$ cat src/design/sensor_pkg.sv
// shared constants, types and register map of the temperature readout block
package sensor_pkg;
	// command bytes
	localparam logic [7:0] CMD_MAIN_CONFIG   = 8'h03;
	localparam logic [7:0] CMD_CONV_INTERVAL = 8'h04;
	localparam logic [7:0] CMD_CHANNEL_ON    = 8'h05;
	localparam logic [7:0] CMD_FILTER        = 8'h06;
	localparam logic [7:0] CMD_ONE_SHOT      = 8'h0F;
	localparam logic [7:0] CMD_R1_HIGH_U     = 8'h19;
	localparam logic [7:0] CMD_R2_HIGH_U     = 8'h1A;
	localparam logic [7:0] CMD_R1_LOW_U      = 8'h29;
	localparam logic [7:0] CMD_R2_LOW_U      = 8'h2A;
	localparam logic [7:0] CMD_MODEL_SEL     = 8'h30;
	localparam logic [7:0] CMD_R1_OFFSET     = 8'h31;
	localparam logic [7:0] CMD_R2_OFFSET     = 8'h32;
	// field positions
	localparam int SLEEP_BIT     = 6;
	localparam int R1_MODEL_BIT  = 1;
	localparam int R2_MODEL_BIT  = 2;
	localparam int R1_FILTER_LSB = 0;
	localparam int R2_FILTER_LSB = 2;
	localparam int FRAC_BITS     = 5;
	// reset values
	localparam logic       RST_SLEEP   = 1'b0;
	localparam logic [1:0] RST_RATE    = 2'h2;
	localparam logic [1:0] RST_MODEL   = 2'h1;
	localparam logic [7:0] RST_OFFSET  = 8'h00;
	localparam logic [1:0] RST_FILTER  = 2'h3;
	localparam logic [2:0] RST_CHAN_ON = 3'h7;
	// rate codes and filter codes
	localparam logic [1:0] RATE_CONTINUOUS = 2'h0;
	localparam logic [1:0] RATE_364MS      = 2'h1;
	localparam logic [1:0] RATE_1S         = 2'h2;
	localparam logic [1:0] FILTER_OFF      = 2'h0;
	// timing
	localparam int MCLK_KHZ         = 125000;
	localparam int INTERVAL_364_MS  = 364;
	localparam int INTERVAL_1000_MS = 1000;
	localparam int INTERVAL_2500_MS = 2500;
	localparam int INTERVAL_364_CYC  = INTERVAL_364_MS * MCLK_KHZ;
	localparam int INTERVAL_1000_CYC = INTERVAL_1000_MS * MCLK_KHZ;
	localparam int INTERVAL_2500_CYC = INTERVAL_2500_MS * MCLK_KHZ;
	localparam logic [1:0] LAST_CHAN = 2'h3;

	typedef enum logic [1:0] {ST_IDLE, ST_SCAN, ST_WAIT, ST_HOLD} conv_state_t;

	typedef struct packed {
		logic       wr;
		logic       rd;
		logic [7:0] cmd;
		logic [7:0] wdata;
	} reg_req_t;

	typedef struct packed {
		logic       start;
		logic [1:0] channel;
		logic       beta_comp;
		logic [1:0] filter_code;
	} adc_req_t;

	typedef struct packed {
		logic              software_sleep_bit;
		logic [1:0]        rate_select_field;
		logic              remote_one_beta_comp_sel;
		logic              remote_two_beta_comp_sel;
		logic [7:0]        remote_one_offset;
		logic [7:0]        remote_two_offset;
		logic [1:0]        remote_one_filter_code;
		logic [1:0]        remote_two_filter_code;
		logic              local_channel_on;
		logic              remote_one_channel_on;
		logic              remote_two_channel_on;
		conv_state_t       state;
		logic [1:0]        chan;
		logic [31:0]       elapsed;
		logic              one_shot_pending;
		adc_req_t          adc;
		logic              busy;
		logic              rd_pend;
		logic [7:0]        rd_cmd;
		logic [7:0]        rd_data;
		logic              rd_valid;
	} ctl_t;
endpackage : sensor_pkg

$ cat src/design/result_store.sv
// two-word store of corrected remote results with registered read
`timescale 1ns/1ps
module result_store
	import sensor_pkg::*;
(
	// clock and reset
	input  wire logic        mclk,
	input  wire logic        rst_sync_b,
	// write side
	input  wire logic        we,
	input  wire logic        waddr,
	input  wire logic [12:0] wdata,
	// read side
	input  wire logic        raddr,
	output logic      [12:0] rdata_q
);
	typedef struct packed {
		logic [1:0][12:0] word;
		logic [12:0]      rdata;
	} store_t;

	store_t s_q;
	store_t s_d;

	always_comb begin
		s_d = s_q;
		for (int i = 0; i < 2; i++) begin
			if (we && (waddr == i[0])) begin
				s_d.word[i] = wdata;
			end
		end
		s_d.rdata = s_q.word[raddr];
	end

	always_ff @(posedge mclk or negedge rst_sync_b) begin
		if (!rst_sync_b) begin
			s_q <= '0;
		end else begin
			s_q <= s_d;
		end
	end

	assign rdata_q = s_q.rdata;
endmodule : result_store

$ cat src/design/temp_readout.sv
// register control, conversion sequencing and remote result formatting
`timescale 1ns/1ps
module temp_readout
	import sensor_pkg::*;
#(
	parameter int unsigned INTERVAL_364_CYCLES  = INTERVAL_364_CYC,
	parameter int unsigned INTERVAL_1000_CYCLES = INTERVAL_1000_CYC,
	parameter int unsigned INTERVAL_2500_CYCLES = INTERVAL_2500_CYC
) (
	// clock and reset
	input  wire logic        mclk,
	input  wire logic        rst_b,
	// command-byte register port from the bus engine
	input  wire reg_req_t    reg_req,
	output logic      [7:0]  rd_data_q,
	output logic             rd_valid_q,
	// converter
	output adc_req_t         adc_req_q,
	input  wire logic        adc_done,
	input  wire logic [12:0] adc_result,
	// status
	output logic             conv_busy_q
);
	logic        rst_meta_q;
	logic        rst_sync_q;
	ctl_t        c_q;
	ctl_t        c_d;
	logic        store_we;
	logic        store_waddr;
	logic [12:0] store_wdata;
	logic        store_raddr;
	logic [12:0] store_rdata;
	logic [14:0] sum;
	logic [12:0] corrected;
	logic [7:0]  offset_sel;
	logic [1:0]  filter_sel;
	logic [2:0]  chan_on;
	logic [31:0] interval;
	logic [7:0]  rd_value;

	always_ff @(posedge mclk or negedge rst_b) begin
		if (!rst_b) begin
			rst_meta_q <= 1'b0;
			rst_sync_q <= 1'b0;
		end else begin
			rst_meta_q <= 1'b1;
			rst_sync_q <= rst_meta_q;
		end
	end

	result_store u_store (
		.mclk       (mclk),
		.rst_sync_b (rst_sync_q),
		.we         (store_we),
		.waddr      (store_waddr),
		.wdata      (store_wdata),
		.raddr      (store_raddr),
		.rdata_q    (store_rdata)
	);

	assign store_raddr = reg_req.cmd[1];

	always_comb begin
		chan_on    = {c_q.remote_two_channel_on, c_q.remote_one_channel_on, c_q.local_channel_on};
		offset_sel = (c_q.chan == 2'h2) ? c_q.remote_two_offset : c_q.remote_one_offset;
		filter_sel = (c_q.chan == 2'h2) ? c_q.remote_two_filter_code : c_q.remote_one_filter_code;
		// sign-extended offset scaled from half to 1/32 degree
		sum = {2'b00, adc_result} + {{3{offset_sel[7]}}, offset_sel, 4'h0};
		// clamp keeps the unsigned range instead of wrapping
		if (sum[14]) begin
			corrected = '0;
		end else if (sum[13]) begin
			corrected = '1;
		end else begin
			corrected = sum[12:0];
		end
		if (filter_sel == FILTER_OFF) begin
			corrected[1:0] = 2'b00;
		end
		store_wdata = corrected;
		store_waddr = c_q.chan[1];
		store_we    = (c_q.state == ST_WAIT) && adc_done && (c_q.chan != 2'h0);
		case (c_q.rate_select_field)
			RATE_364MS: interval = INTERVAL_364_CYCLES;
			RATE_1S:    interval = INTERVAL_1000_CYCLES;
			default:    interval = INTERVAL_2500_CYCLES;
		endcase
	end

	always_comb begin
		rd_value = 8'h00;
		case (c_q.rd_cmd)
			CMD_MAIN_CONFIG:   rd_value[SLEEP_BIT] = c_q.software_sleep_bit;
			CMD_CONV_INTERVAL: rd_value[1:0] = c_q.rate_select_field;
			CMD_CHANNEL_ON:    rd_value[2:0] = chan_on;
			CMD_FILTER:        rd_value[3:0] = {c_q.remote_two_filter_code,
			                                    c_q.remote_one_filter_code};
			CMD_MODEL_SEL: begin
				rd_value[R1_MODEL_BIT] = c_q.remote_one_beta_comp_sel;
				rd_value[R2_MODEL_BIT] = c_q.remote_two_beta_comp_sel;
			end
			CMD_R1_OFFSET:     rd_value = c_q.remote_one_offset;
			CMD_R2_OFFSET:     rd_value = c_q.remote_two_offset;
			CMD_R1_HIGH_U, CMD_R2_HIGH_U: rd_value = store_rdata[12:FRAC_BITS];
			CMD_R1_LOW_U, CMD_R2_LOW_U:   rd_value = {store_rdata[4:0], 3'b000};
			default:           rd_value = 8'h00;
		endcase
	end

	always_comb begin
		c_d              = c_q;
		c_d.adc.start    = 1'b0;
		c_d.rd_valid     = c_q.rd_pend;
		c_d.rd_data      = c_q.rd_pend ? rd_value : c_q.rd_data;
		c_d.rd_pend      = reg_req.rd;
		c_d.rd_cmd       = reg_req.rd ? reg_req.cmd : c_q.rd_cmd;
		c_d.elapsed      = c_q.elapsed + 32'h1;
		if (reg_req.wr) begin
			case (reg_req.cmd)
				CMD_MAIN_CONFIG:   c_d.software_sleep_bit = reg_req.wdata[SLEEP_BIT];
				CMD_CONV_INTERVAL: c_d.rate_select_field = reg_req.wdata[1:0];
				CMD_CHANNEL_ON: begin
					c_d.local_channel_on      = reg_req.wdata[0];
					c_d.remote_one_channel_on = reg_req.wdata[1];
					c_d.remote_two_channel_on = reg_req.wdata[2];
				end
				CMD_FILTER: begin
					c_d.remote_one_filter_code = reg_req.wdata[R1_FILTER_LSB +: 2];
					c_d.remote_two_filter_code = reg_req.wdata[R2_FILTER_LSB +: 2];
				end
				CMD_MODEL_SEL: begin
					c_d.remote_one_beta_comp_sel = reg_req.wdata[R1_MODEL_BIT];
					c_d.remote_two_beta_comp_sel = reg_req.wdata[R2_MODEL_BIT];
				end
				CMD_R1_OFFSET:     c_d.remote_one_offset = reg_req.wdata;
				CMD_R2_OFFSET:     c_d.remote_two_offset = reg_req.wdata;
				default: ;
			endcase
		end
		case (c_q.state)
			ST_IDLE: begin
				c_d.busy = 1'b0;
				if (!c_q.software_sleep_bit || c_q.one_shot_pending) begin
					c_d.one_shot_pending = 1'b0;
					c_d.state   = ST_SCAN;
					c_d.chan    = 2'h0;
					c_d.elapsed = 32'h0;
					c_d.busy    = 1'b1;
				end
			end
			ST_SCAN: begin
				if (c_q.chan == LAST_CHAN) begin
					c_d.busy = 1'b0;
					if (c_q.software_sleep_bit) begin
						c_d.state = ST_IDLE;
					end else if (c_q.rate_select_field == RATE_CONTINUOUS) begin
						c_d.state   = ST_SCAN;
						c_d.chan    = 2'h0;
						c_d.elapsed = 32'h0;
						c_d.busy    = 1'b1;
					end else begin
						c_d.state = ST_HOLD;
					end
				end else if (chan_on[c_q.chan]) begin
					c_d.adc.start       = 1'b1;
					c_d.adc.channel     = c_q.chan;
					c_d.adc.beta_comp   = (c_q.chan == 2'h2) ? c_q.remote_two_beta_comp_sel
					                                         : c_q.remote_one_beta_comp_sel;
					c_d.adc.filter_code = (c_q.chan == 2'h0) ? FILTER_OFF : filter_sel;
					c_d.state           = ST_WAIT;
				end else begin
					c_d.chan = c_q.chan + 2'h1;
				end
			end
			ST_WAIT: begin
				if (adc_done) begin
					c_d.chan  = c_q.chan + 2'h1;
					c_d.state = ST_SCAN;
				end
			end
			ST_HOLD: begin
				if (c_q.software_sleep_bit) begin
					c_d.state = ST_IDLE;
				end else if (c_q.elapsed >= interval - 32'h1) begin
					c_d.state   = ST_SCAN;
					c_d.chan    = 2'h0;
					c_d.elapsed = 32'h0;
					c_d.busy    = 1'b1;
				end
			end
			default: c_d.state = ST_IDLE;
		endcase
		// data is ignored; a trigger landing as a sequence starts still counts
		if (reg_req.wr && (reg_req.cmd == CMD_ONE_SHOT) && c_q.software_sleep_bit) begin
			c_d.one_shot_pending = 1'b1;
		end
	end

	always_ff @(posedge mclk or negedge rst_sync_q) begin
		if (!rst_sync_q) begin
			c_q                          <= '0;
			c_q.software_sleep_bit       <= RST_SLEEP;
			c_q.rate_select_field        <= RST_RATE;
			c_q.remote_one_beta_comp_sel <= RST_MODEL[0];
			c_q.remote_two_beta_comp_sel <= RST_MODEL[1];
			c_q.remote_one_offset        <= RST_OFFSET;
			c_q.remote_two_offset        <= RST_OFFSET;
			c_q.remote_one_filter_code   <= RST_FILTER;
			c_q.remote_two_filter_code   <= RST_FILTER;
			c_q.local_channel_on         <= RST_CHAN_ON[0];
			c_q.remote_one_channel_on    <= RST_CHAN_ON[1];
			c_q.remote_two_channel_on    <= RST_CHAN_ON[2];
			c_q.state                    <= ST_IDLE;
		end else begin
			c_q <= c_d;
		end
	end

	assign rd_data_q   = c_q.rd_data;
	assign rd_valid_q  = c_q.rd_valid;
	assign adc_req_q   = c_q.adc;
	assign conv_busy_q = c_q.busy;
endmodule : temp_readout

$ cat config.mk
export PLATFORM = sky130hd
export DESIGN_NAME = temp_readout
export DESIGN_NICKNAME = d
export VERILOG_FILES = /design/src/design/sensor_pkg.sv /design/src/design/result_store.sv /design/src/design/temp_readout.sv
export SDC_FILE = /design/constraint.sdc
export NUM_CORES = 1
export LEC_CHECK = 0
export BUFFER_PORTS_ARGS = -buffer_cell sky130_fd_sc_hd__buf_4
export CELL_PAD_IN_SITES_DETAIL_PLACEMENT = 1
export CELL_PAD_IN_SITES_GLOBAL_PLACEMENT = 1
export CORE_ASPECT_RATIO = 0.75
export CORE_MARGIN = 10
export CORE_UTILIZATION = 50
export CTS_CLUSTER_DIAMETER = 50
export DETAILED_ROUTE_END_ITERATION = 10
export PLACE_DENSITY = 0.93
export SYNTH_ARGS = -nofsm -noshare
export SYNTH_HDL_FRONTEND = slang
export SYNTH_HIERARCHICAL = 1
export SYNTH_SLANG_ARGS = --single-unit
$ cat constraint.sdc
create_clock -name mclk -period 6.1 [get_ports mclk]
set_clock_uncertainty 0.1 [all_clocks]
set_input_delay 1.22 -clock mclk [delete_from_list [all_inputs] [get_ports mclk]]
set_output_delay 1.22 -clock mclk [all_outputs]
set_load 0.02 [all_outputs]
# ---- Yosys cells after proc, flatten, opt, wreduce, memory -nomap -nowiden
# Cells that the tools add are included.
dict set report word_totals {
  output_inout_bits 16
  ff_bits 131
}
dict set report op_classes {
  muxes 46
  addsub 4
  n_bitwise 2
  n_reduce_logical 30
  magnitude_cmp 3
  eq_ne 36
}
# op n
set op_table {}
lappend op_table {{34-bit two-way mux} 3}
lappend op_table {{32-bit case mux with 3 select lines} 1}
lappend op_table {{8-bit by 6-bit == test with 1-bit output, second input constant} 8}
lappend op_table {{29-bit case mux with 2 select lines} 1}
lappend op_table {{13-bit two-way mux} 4}
lappend op_table {{8-bit by 3-bit == test with 1-bit output, second input constant} 6}
lappend op_table {{37-bit two-way mux} 1}
lappend op_table {{36-bit two-way mux} 1}
lappend op_table {{32-bit by 1-bit adder with 32-bit output, second input constant} 1}
lappend op_table {{32-bit greater-or-equal comparator} 1}
lappend op_table {{32-bit two-way mux} 1}
lappend op_table {{32-bit by 1-bit subtractor with 32-bit output, second input constant} 1}
lappend op_table {{6-bit two-way mux} 3}
lappend op_table {{8-bit by 2-bit == test with 1-bit output, second input constant} 2}
lappend op_table {{8-bit by 5-bit == test with 1-bit output, second input constant} 2}
lappend op_table {{2-bit two-way mux} 8}
lappend op_table {{4-bit case mux with 4 select lines} 1}
lappend op_table {{2-bit AND reduction} 8}
lappend op_table {{14-bit by 12-bit adder with 15-bit output} 1}
lappend op_table {{3-bit != test, second input constant} 5}
lappend op_table {{1-bit case mux with 6 select lines} 2}
lappend op_table {{2-bit == test, second input constant} 5}
lappend op_table {{1-bit two-way mux} 10}
lappend op_table {{2-bit != test, second input constant} 5}
lappend op_table {{other kinds (24)} 40}

# ---- Longest topological paths before layout
# Gate-level depths: netlist of run 1.
dict set report logic_depth {
  ltp_word 7
  depth_mapped 13
}

# ---- Hierarchy
# Netlist of run 1, hierarchy kept.
# mod area_each_um2 seq_area_each_um2 n_inst cells_each
set by_module_without_submodules {}
lappend by_module_without_submodules {temp_readout 5794.3 2313.5 1 577}
lappend by_module_without_submodules {result_store 1597.8 975.9 1 96}

# ---- Worst setup path before layout of run 1
# No wires, ideal clock.
dict set report synth_timing {
  path_type {reg2reg}
  start {register c_q[59] in the netlist's numbering}
  end {register u_store/s_q[32] in the netlist's numbering}
  setup_slack_ns 2.328
  stages_incl_launch_ff 13
  setup_ns 0.125
  n_path_buf 2
  synth_period_minus_slack_ns 3.772
  t_arrival_ns 3.547
  cell_sequence {dfrtp_1 ha_1 buf_1 mux2_2 ha_1 fa_1 a21oi_1 o2111ai_1 a31oi_1 xnor2_1 clkbuf_1 a21oi_1 mux2_4}
}
dict set report synth_via {
  elab_chain_cells 5
  elab_cells_between_ends 8
  cone_classes {add/sub (1); eq/ne (1); mux (3); reduce/logical (3)}
}
# item line_no
set synth_rtl {}
lappend synth_rtl {{start: declaration} temp_readout.sv:26} ;# ctl_t c_q;
lappend synth_rtl {{2-bit == test *} temp_readout.sv:65} ;# offset_sel = (c_q.chan == 2'h2) ? c_q.remote_two_offset : c_q.remote_one_offset;
lappend synth_rtl {{8-bit two-way mux *} temp_readout.sv:65}
lappend synth_rtl {{14-bit by 12-bit adder with 15-bit output *} temp_readout.sv:68} ;# sum = {2'b00, adc_result} + {{3{offset_sel[7]}}, offset_sel, 4'h0};
lappend synth_rtl {{13-bit two-way mux} temp_readout.sv:72} ;# end else if (sum[13]) begin
lappend synth_rtl {{13-bit two-way mux *} temp_readout.sv:70} ;# if (sum[14]) begin
lappend synth_rtl {{net corrected[6]} temp_readout.sv:34} ;# logic [12:0] corrected;
lappend synth_rtl {{end signal: assignment} result_store.sv:37} ;# s_q <= '0;
lappend synth_rtl {{end signal: assignment} result_store.sv:39} ;# s_q <= s_d;
lappend synth_rtl {{end: declaration} result_store.sv:22} ;# store_t s_q;
# Mark *: on every way through the listed nets, which the timed path passes. The rest lies on a longest branch.
# A chain may end at the register's enable or synchronous reset.

# ---- Worst setup path after layout of run 1
dict set report layout_timing {
  start {register c_q[59] in the netlist's numbering}
  end {register u_store/s_q[30] in the netlist's numbering}
}
# The elaborated chain is that of the path after synthesis.

==> flow_summary.toml, run 1 <==
[sta]
rsz0062_at_grt = "no"
maxSlewHeadroom_pct = 23.6
setup_viol = 0
finalCritPeriodShare_pct = 76.5
fmax_ghz = 0.214
min_period_ps = 4670
fin_tns_setup_ps = 0
finalHoldViolCount = 0
worstMarginPinSlew_ps = 1150
drv_slew = 0

[logic_synthesis]
ys_types = 76
synthCells = 673
synth-edff-count = 0
ys.warnings.count = 6
synth_top_area_cell = "dfrtp_1"
ys.flop_type = "dfrtp_1"
synth_fp_nets = 741
synthTopCellsByArea = "dfrtp_1, mux2_2, ha_1"
synthArstFlopShare_pct = 100
yosysTopAreaCellShare_pct = 41.3
synth-seq-cells = 131
avgSynthCellArea_um2 = 11.0
synth_area_mm2 = 0.00739
yosysSeqAreaShare_pct = 44.5

[finish]
multiInputGateArea_mm2 = 0.00367
drive_above_1_share_pct = 23.6
mostFrequentLayoutCells = "dfrtp_1, buf_4, mux2_2, and3_1, nor2_1"
seqCellArea_mm2 = 0.00329
fin_nets = 763
antennaDiodeCount = 0
n_fill_cell = 1538
layout_commonest_cell = "dfrtp_1"
syn2layout_area_growth_pct = 12.1

[worst_setup_path]
required_ps = 6320
r2r_end = "u_store/s_q[30]"
startpoint = "c_q[59]"
r2r_setup_slack_ps = 1430
worstPathArrival_ps = 4890
reg2reg_depth = 10
cp_max_fo = 13
end_kind = "flip-flop"
crit_path_end = "u_store/s_q[30]"
start_kind = "flip-flop"
critPathKind = "reg -> reg"
rr_startpoint = "c_q[59]"

[clock_tree]
numCtsBuffers = 17
clk_pin_slew_ps = 60
hold_buffers = 0
h-tree-depth = 4
cts_tree = "yes"
cts_resized = 0
cts.path.max_buffers = 2
cts-root-buf = "clkbuf_16"
cts_sinks = 131
clk_latency_ps = 450
post_cts_buffers = 0

[floorplan]
dieWidth_um = 160
fp.dieH_um = 125
start_util_pct = 51.1
row_count = 38
io_pins = 50
coreArea_mm2 = 0.0145
dieArea_mm2 = 0.0201

[grt]
grt_max_degree = 74
antenna_found_initial = 0
grt_pass1_vias = 6444
grt_pass1_wl_um = 38600
gr-total-overflow = 0
grt.total_usage_pct = 24.5

[place]
dp_hpwl_um = 15100
gp_congestion = 0.903
port_buffers = 49

[pwr]
power_density_mw_per_mm2 = 349
switching_share_pct = 33.0
p_clk_share_pct = 36.0
leakagePower_nw = 3.92
internal-power_mw = 1.94
p_switching_mw = 0.955
finalPower_mw = 2.89
combPwrFrac_pct = 21.6
p_seq_share_pct = 42.4
ir_worst_vdd_mv = 0.242

[drt]
drt_iter0_markers = 621
totalWireLength_um = 24600
drt_first_pass_iters = 6
antenna_left = 0
via_count = 5885
avgRoutedWirePerCell_um = 27.1
avgViaCountPerCell = 6.48
drc = 0

[flow_run]
cap_violations = 0

[run_status]
status = "completed"

[hold_path]
hp-class = "reg -> reg"
==> metal layers <==
metal / vias up / global-route usage (%) / part of all wire (%)
li1: 2452 / - / -
met5: - / 0 / 0
met1: 3011 / 28.3 / 39
met2: 324 / 40.2 / 49
met3: 98 / 7.44 / 7.7
met4: 0 / 13.1 / 4.6
==> logic make-up after synthesis <==
family / synth area share (%)
AO/OA/AOI/OAI: 8.80
flip-flops: 44.5
multiplexers: 14.4
adder cells (fa/ha/maj): 5.86
AND/OR/NAND/NOR: 15.6
buffers and inverters: 5.81
other: 0.0507
XOR/XNOR: 4.98
==> metrics by stage <==
stage	hold WS (ps)	setup WS (ps)	cells	utilization (%)	instance area, µm²
detailed placement	238	1650	876	53.3	7700
floorplan	231	2100	673	-	7390
finish	251	1430	908	57.3	8290
global route	270	1110	908	57.3	8290
CTS	252	1480	908	57.3	8290
global placement	238	1970	876	53.3	7700
==> power by group through the flow <==
stage	registers [mW]	clock network [mW]	logic, mW
floorplan	1.15	0	0.494
global placement	1.20	0	0.533
detailed placement	1.22	0	0.581
CTS	1.22	1.04	0.613
global route	1.24	1.08	0.669
finish	1.23	1.04	0.624
==> flip-flops by register name, summed over array words and instances, names as in the netlist <==
register and flops:
rd_data_q 8, conv_busy_q 1, u_store/s_q 26, c_q 73, c_d 1, rst_sync_q 1
adc_req_q 6, u_store/rdata_q 13, rd_valid_q 1, rst_meta_q 1
==> layout make-up <==
cell class                 instances  area share (%)
inverter                          30            1.36
timing repair buffer              50            4.53
sequential                       131            39.7
clock inverter                    15            1.90
multi-input combinational        465            44.3
clock buffer                      17            5.13
tap                              200            3.02
==> worst max-delay path: stages, from the launching register on <==
cell and delay (ps):
dfrtp_1 640, ha_1 740, mux2_2 440, ha_1 300
a211oi_1 240, nor2_1 120, nor3_1 300, o21ai_1 160
xnor2_1 900, a21oi_1 260, mux2_4 330
==> synth_stat cells (all sizes together) (5+ instances only) <==
cell and n:
a21oi 31, xor2 13, xnor2 29, dfrtp 122, mux2i 9, o21ai 21
dfstp 9, inv 30, nand3b 8, clkbuf 13, o22ai 6, mux2 81
ha 33, a31oi 5, nor3 10, buf 34, nand3 27, nor2 36
nand2 32, nand4 14, and3 35, nor4 9
==> how the worst min path moves through the flow <==
stage,startpoint,endpoint,depth (start not counted)
after floorplan,rst_meta_q,rst_sync_q,0
after global placement,rst_meta_q,rst_sync_q,0
final,rst_meta_q,rst_sync_q,0
after CTS,rst_meta_q,rst_sync_q,0
after detailed placement,rst_meta_q,rst_sync_q,0
after global routing,rst_meta_q,rst_sync_q,0
(Power assumes the default switching activity.)
==> run 2, diff against run 1 <==
--- a/config.mk
+++ b/config.mk
@@ -10,10 +10,10 @@
 export CELL_PAD_IN_SITES_GLOBAL_PLACEMENT = 1
 export CORE_ASPECT_RATIO = 0.75
 export CORE_MARGIN = 10
-export CORE_UTILIZATION = 50
+export CORE_UTILIZATION = 44
 export CTS_CLUSTER_DIAMETER = 50
 export DETAILED_ROUTE_END_ITERATION = 10
-export PLACE_DENSITY = 0.93
+export PLACE_DENSITY = 0.87
 export SYNTH_ARGS = -nofsm -noshare
 export SYNTH_HDL_FRONTEND = slang
 export SYNTH_HIERARCHICAL = 1
==> constraint.sdc (replaced) <==
create_clock -name mclk -period 3.8 [get_ports mclk]
set_clock_uncertainty 0.1 [all_clocks]
set_input_delay 0.76 -clock mclk [delete_from_list [all_inputs] [get_ports mclk]]
set_output_delay 0.76 -clock mclk [all_outputs]
set_load 0.02 [all_outputs]
==> flow_summary.toml, run 2 (same netlist as run 1, synthesis figures left out) <==
[clock_tree]
cts.path.max_buffers = 2
h-tree-depth = 4
clk_latency_ps = 430
cts_tree = "yes"
cts_sinks = 131
clk_pin_slew_ps = 60
numCtsBuffers = 17
cts-root-buf = "clkbuf_16"

[pwr]
leakagePower_nw = 3.95
power_density_mw_per_mm2 = 536
finalPower_mw = 4.48
ir_worst_vdd_mv = 0.300

[finish]
seqCellArea_mm2 = 0.00329
layout_commonest_cell = "dfrtp_1"
largest_reg_flops = 73
n_fill_cell = 1710
antennaDiodeCount = 0
syn2layout_area_growth_pct = 13.1
fin_nets = 773
drive_above_1_share_pct = 23.7
finalCoreUtilization_pct = 51.4
multiInputGateArea_mm2 = 0.00368
mostFrequentLayoutCells = "dfrtp_1, buf_4, mux2_2, and3_1, nor2_1"
regMostFlops = "c_q"

[drt]
antenna_left = 0
drc = 0
drt_iter0_markers = 443
avgViaCountPerCell = 5.95
via_count = 5516
drt_first_pass_iters = 5
totalWireLength_um = 21300
avgRoutedWirePerCell_um = 22.9

[worst_setup_path]
crit_path_cell_trace = "inv_1 -> ha_2 -> mux2_2 -> ha_1 -> fa_1 -> a21oi_2 -> o2111ai_1 -> a31oi_1 -> xnor2_1 -> buf_4 -> a21oi_1 -> mux2_4"
critPathTopFamily = "adder cells"
cp_max_fo = 11
end_kind = "flip-flop"
slowest_delay_ps = 450
cp_num_buf_inv = 2
required_ps = 4010
start_kind = "flip-flop"
critPathKind = "reg -> reg"
worstPathArrival_ps = 3770
slowest_stage = "dfrtp_1"

[floorplan]
start_util_pct = 45.4
dieWidth_um = 170
dieArea_mm2 = 0.0224
io_pins = 50
fp.dieH_um = 132
row_count = 40
coreArea_mm2 = 0.0163

[sta]
maxSlewHeadroom_pct = 25.8
rsz0062_at_grt = "no"
finalCritPeriodShare_pct = 93.7
min_period_ps = 3560
fmax_ghz = 0.281
setup_viol = 0
fin_tns_setup_ps = 0
drv_slew = 0
finalHoldViolCount = 0
worstMarginPinSlew_ps = 1110

[run_status]
status = "completed"

[place]
port_buffers = 49
dp_hpwl_um = 14700
gp_congestion = 0.920

[grt]
antenna_found_initial = 0
gr-total-overflow = 0
grt_max_degree = 85
grt_pass1_vias = 6183
grt.total_usage_pct = 19.3
grt_pass1_wl_um = 34500

[flow_run]
cap_violations = 0

[hold_path]
hp-class = "reg -> reg"
==> run 2: cell types whose count changed in the layout (fill, tap and decap cells not counted), sizes merged <==
cell         change
buf              +9
inv              -4
clkinv           -4
clkbuf          +10
dlygate4sd3      +1
bufinv           -1
clkinvlp         -2
==> run 2: final timing paths <==
path                            startpoint               to  slack (ps)  cells past startpoint
worst max-delay path               c_q[58]  u_store/s_q[34]         240                     12
worst min-delay path            rst_meta_q       rst_sync_q         260                      0
worst max register to register     c_q[58]  u_store/s_q[34]         240                     12
worst min register to register  rst_meta_q       rst_sync_q         260                      0
max in group asynchronous       rst_sync_q          c_q[86]        2200                      1
min in group asynchronous       rst_sync_q  u_store/s_q[20]         450                      0
==> run 2: report_power, final <==
group / switching (mW) / leakage [nW] / internal, mW
clock: 0.605 / 0.258 / 0.947
sequential: 0.253 / 1.71 / 1.67
combinational: 0.515 / 1.99 / 0.487
total: 1.37 / 3.95 / 3.11
==> run 2: layout make-up <==
cell class / instances / share of cell area, %
clock buffer: 27 / 5.90
multi-input combinational: 465 / 44.0
timing repair buffer: 60 / 5.57
sequential: 131 / 39.4
inverter: 30 / 1.35
tap: 210 / 3.14
clock inverter: 4 / 0.599
==> run 2: what timing repair did <==
action / CTS / global route
hold buffers: 1 / 0
gates resized for setup: 0 / 2
endpoints found under the setup margin: 0 / 24
hold endpoints to repair: 2 / 0
buffers inserted: 0 / 0
==> run 2: through the flow <==
| step | instances | setup WS (ps) | hold WS (ps) | area, µm² |
|---|---|---|---|---|
| floorplan | 673 | 27.8 | 231 | 7390 |
| CTS | 927 | 146 | 262 | 8350 |
| global placement | 895 | 386 | 238 | 7800 |
| global route | 927 | 29.3 | 269 | 8360 |
| finish | 927 | 239 | 258 | 8360 |
| detailed placement | 895 | 219 | 236 | 7800 |
==> run 2: metal layers <==
metal	track usage [%]	vias up	share of wire [%]
met4	5.50	0	1.4
met2	31.3	133	49
met5	0	-	0
met3	5.45	28	5.6
li1	-	2479	-
met1	24.3	2876	44
==> run 3, diff against run 2 <==
--- a/config.mk
+++ b/config.mk
@@ -10,10 +10,11 @@
 export CELL_PAD_IN_SITES_GLOBAL_PLACEMENT = 1
 export CORE_ASPECT_RATIO = 0.75
 export CORE_MARGIN = 10
-export CORE_UTILIZATION = 44
+export CORE_UTILIZATION = 46
+export CTS_BUF_LIST = sky130_fd_sc_hd__clkbuf_4
 export CTS_CLUSTER_DIAMETER = 50
 export DETAILED_ROUTE_END_ITERATION = 10
-export PLACE_DENSITY = 0.87
+export PLACE_DENSITY = 0.9
 export SYNTH_ARGS = -nofsm -noshare
 export SYNTH_HDL_FRONTEND = slang
 export SYNTH_HIERARCHICAL = 1
==> constraint.sdc (replaced) <==
create_clock -name mclk -period 3 [get_ports mclk]
set_clock_uncertainty 0.1 [all_clocks]
set_input_delay 0.6 -clock mclk [delete_from_list [all_inputs] [get_ports mclk]]
set_output_delay 0.6 -clock mclk [all_outputs]
set_load 0.02 [all_outputs]
==> flow_summary.toml, run 3 (same netlist as run 1, synthesis figures left out) <==
[run_status]
status = "finished with violations"
violations = "setup timing"

[finish]
syn2layout_area_growth_pct = 21.3
stdcell_count = 967
fin_nets = 812
largest_reg_flops = 73
stdcell_area_mm2 = 0.00897
n_fill_cell = 1636
mostFrequentLayoutCells = "dfrtp_1, buf_4, mux2_2, nor2_1"
layout_commonest_cell = "dfrtp_1"
drive_above_1_share_pct = 38.6
antennaDiodeCount = 0
regMostFlops = "c_q"

[worst_setup_path]
cp_max_fo = 7
crit_path_cell_trace = "inv_2 -> ha_4 -> buf_4 -> mux2_2 -> ha_4 -> a21oi_1 -> nand2_1 -> nand3_1 -> o21ai_1 -> xnor2_1 -> buf_4 -> buf_6 -> a21oi_1 -> mux2_4"
slowest_stage = "dfrtp_1"
critPathKind = "reg -> reg"
critPathTopFamily = "multiplexers"
required_ps = 3360
start_kind = "flip-flop"
worstPathArrival_ps = 3730
slowest_delay_ps = 420
end_kind = "flip-flop"
cp_num_buf_inv = 4

[drt]
totalWireLength_um = 28600
drt_first_pass_iters = 5
antenna_left = 0
drt_iter0_markers = 801
via_count = 6334
avgRoutedWirePerCell_um = 29.6
avgViaCountPerCell = 6.55
drc = 0

[floorplan]
fp.dieH_um = 130
dieWidth_um = 166
io_pins = 50
start_util_pct = 46.6
coreArea_mm2 = 0.0159
row_count = 40
dieArea_mm2 = 0.0216

[place]
dp_hpwl_um = 14800
dp_slack_ps = -158
placed_area_mm2 = 0.00799
gp_congestion = 0.943
port_buffers = 49
dpl.cell_count = 911

[flow_run]
cap_violations = 0

[sta]
finalHoldViolCount = 0
setup_viol = 61
drv_slew = 0
worstMarginPinSlew_ps = 1230
min_period_ps = 3370
finalCritPeriodShare_pct = 112
rsz0062_at_grt = "yes"
fmax_ghz = 0.297
maxSlewHeadroom_pct = 18.1
setup_ws_ps = -370

[grt]
antenna_found_initial = 0
gr-total-overflow = 0
grt_max_degree = 130
grt_pass1_wl_um = 39200
grt.total_usage_pct = 22.8
grt_pass1_vias = 6590

[clock_tree]
cts-root-buf = "clkbuf_4"
clk_latency_ps = 610
cts.path.max_buffers = 2
h-tree-depth = 4
cts_sinks = 131
cts_tree = "yes"
clk_pin_slew_ps = 120
numCtsBuffers = 17

[hold_path]
hp-class = "in -> reg"

[pwr]
power_density_mw_per_mm2 = 611
leakagePower_nw = 4.06
ir_worst_vdd_mv = 0.232
-- run 3: cell types whose count changed in the layout (fill, tap and decap cells not counted), moves of 13 or more --
cell       before  now
ha_1           32   19
clkbuf_4        0   22
buf_4          58   85
and3_1         35    4
and3_4          0   31
clkbuf_16      17    0
-- run 3: metal layers --
metal | global-route usage [%] | routed length [µm] | vias to the layer above
met5 | 0 | 0 | -
met3 | 6.43 | 2640 | 145
met1 | 27.5 | 11200 | 3211
li1 | - | - | 2555
met2 | 37.3 | 13200 | 423
met4 | 10.9 | 1540 | 0
-- run 3: metrics by stage --
step	total power, mW	utilization, %	setup TNS [ps]	hold slack [ps]
2_1_floorplan	3.40	-	-601	204
5_1_grt	5.66	56.5	-18920	108
3_5_place_dp	3.75	50.4	-4870	248
4_1_cts	5.11	53.5	-804	102
3_3_place_gp	3.64	50.4	-702	239
6_report	5.48	56.5	-16180	123
-- run 3: path summary, 6_finish.rpt --
check | startpoint | end | slack, ps | cells after the start
worst max-delay path | c_q[58] | u_store/s_q[31] | -370 | 14
worst min-delay path | reg_req[16] | c_d[0] | 120 | 1
worst max register to register | c_q[58] | u_store/s_q[31] | -370 | 14
worst min register to register | rst_meta_q | rst_sync_q | 260 | 0
max in group asynchronous | rst_sync_q | c_q[59] | 1880 | 1
min in group asynchronous | rst_b | rst_sync_q | 230 | 2
-- run 3: layout make-up --
cell class | instances | area [µm²] | share of cell area [%]
sequential | 131 | 3290 | 36.7
multi-input combinational | 465 | 4190 | 46.7
clock inverter | 10 | 134 | 1.49
tap | 210 | 263 | 2.93
inverter | 30 | 113 | 1.26
timing repair buffer | 99 | 812 | 9.06
clock buffer | 22 | 165 | 1.84
-- run 3: report_power, final --
group          internal [mW]  total [mW]  switching (mW)
Sequential              2.12        2.46           0.343
Combinational          0.790        1.65           0.859
Clock                  0.619        1.37           0.749
-- run 3: repair_timing --
action                     CTS  global route
setup buffers                8            14
gates resized for setup     33            74
pin swaps                    8            17
hold endpoints to repair     2             0
setup endpoints to repair   58            62
cloned                       1             4
hold buffers                 1             0
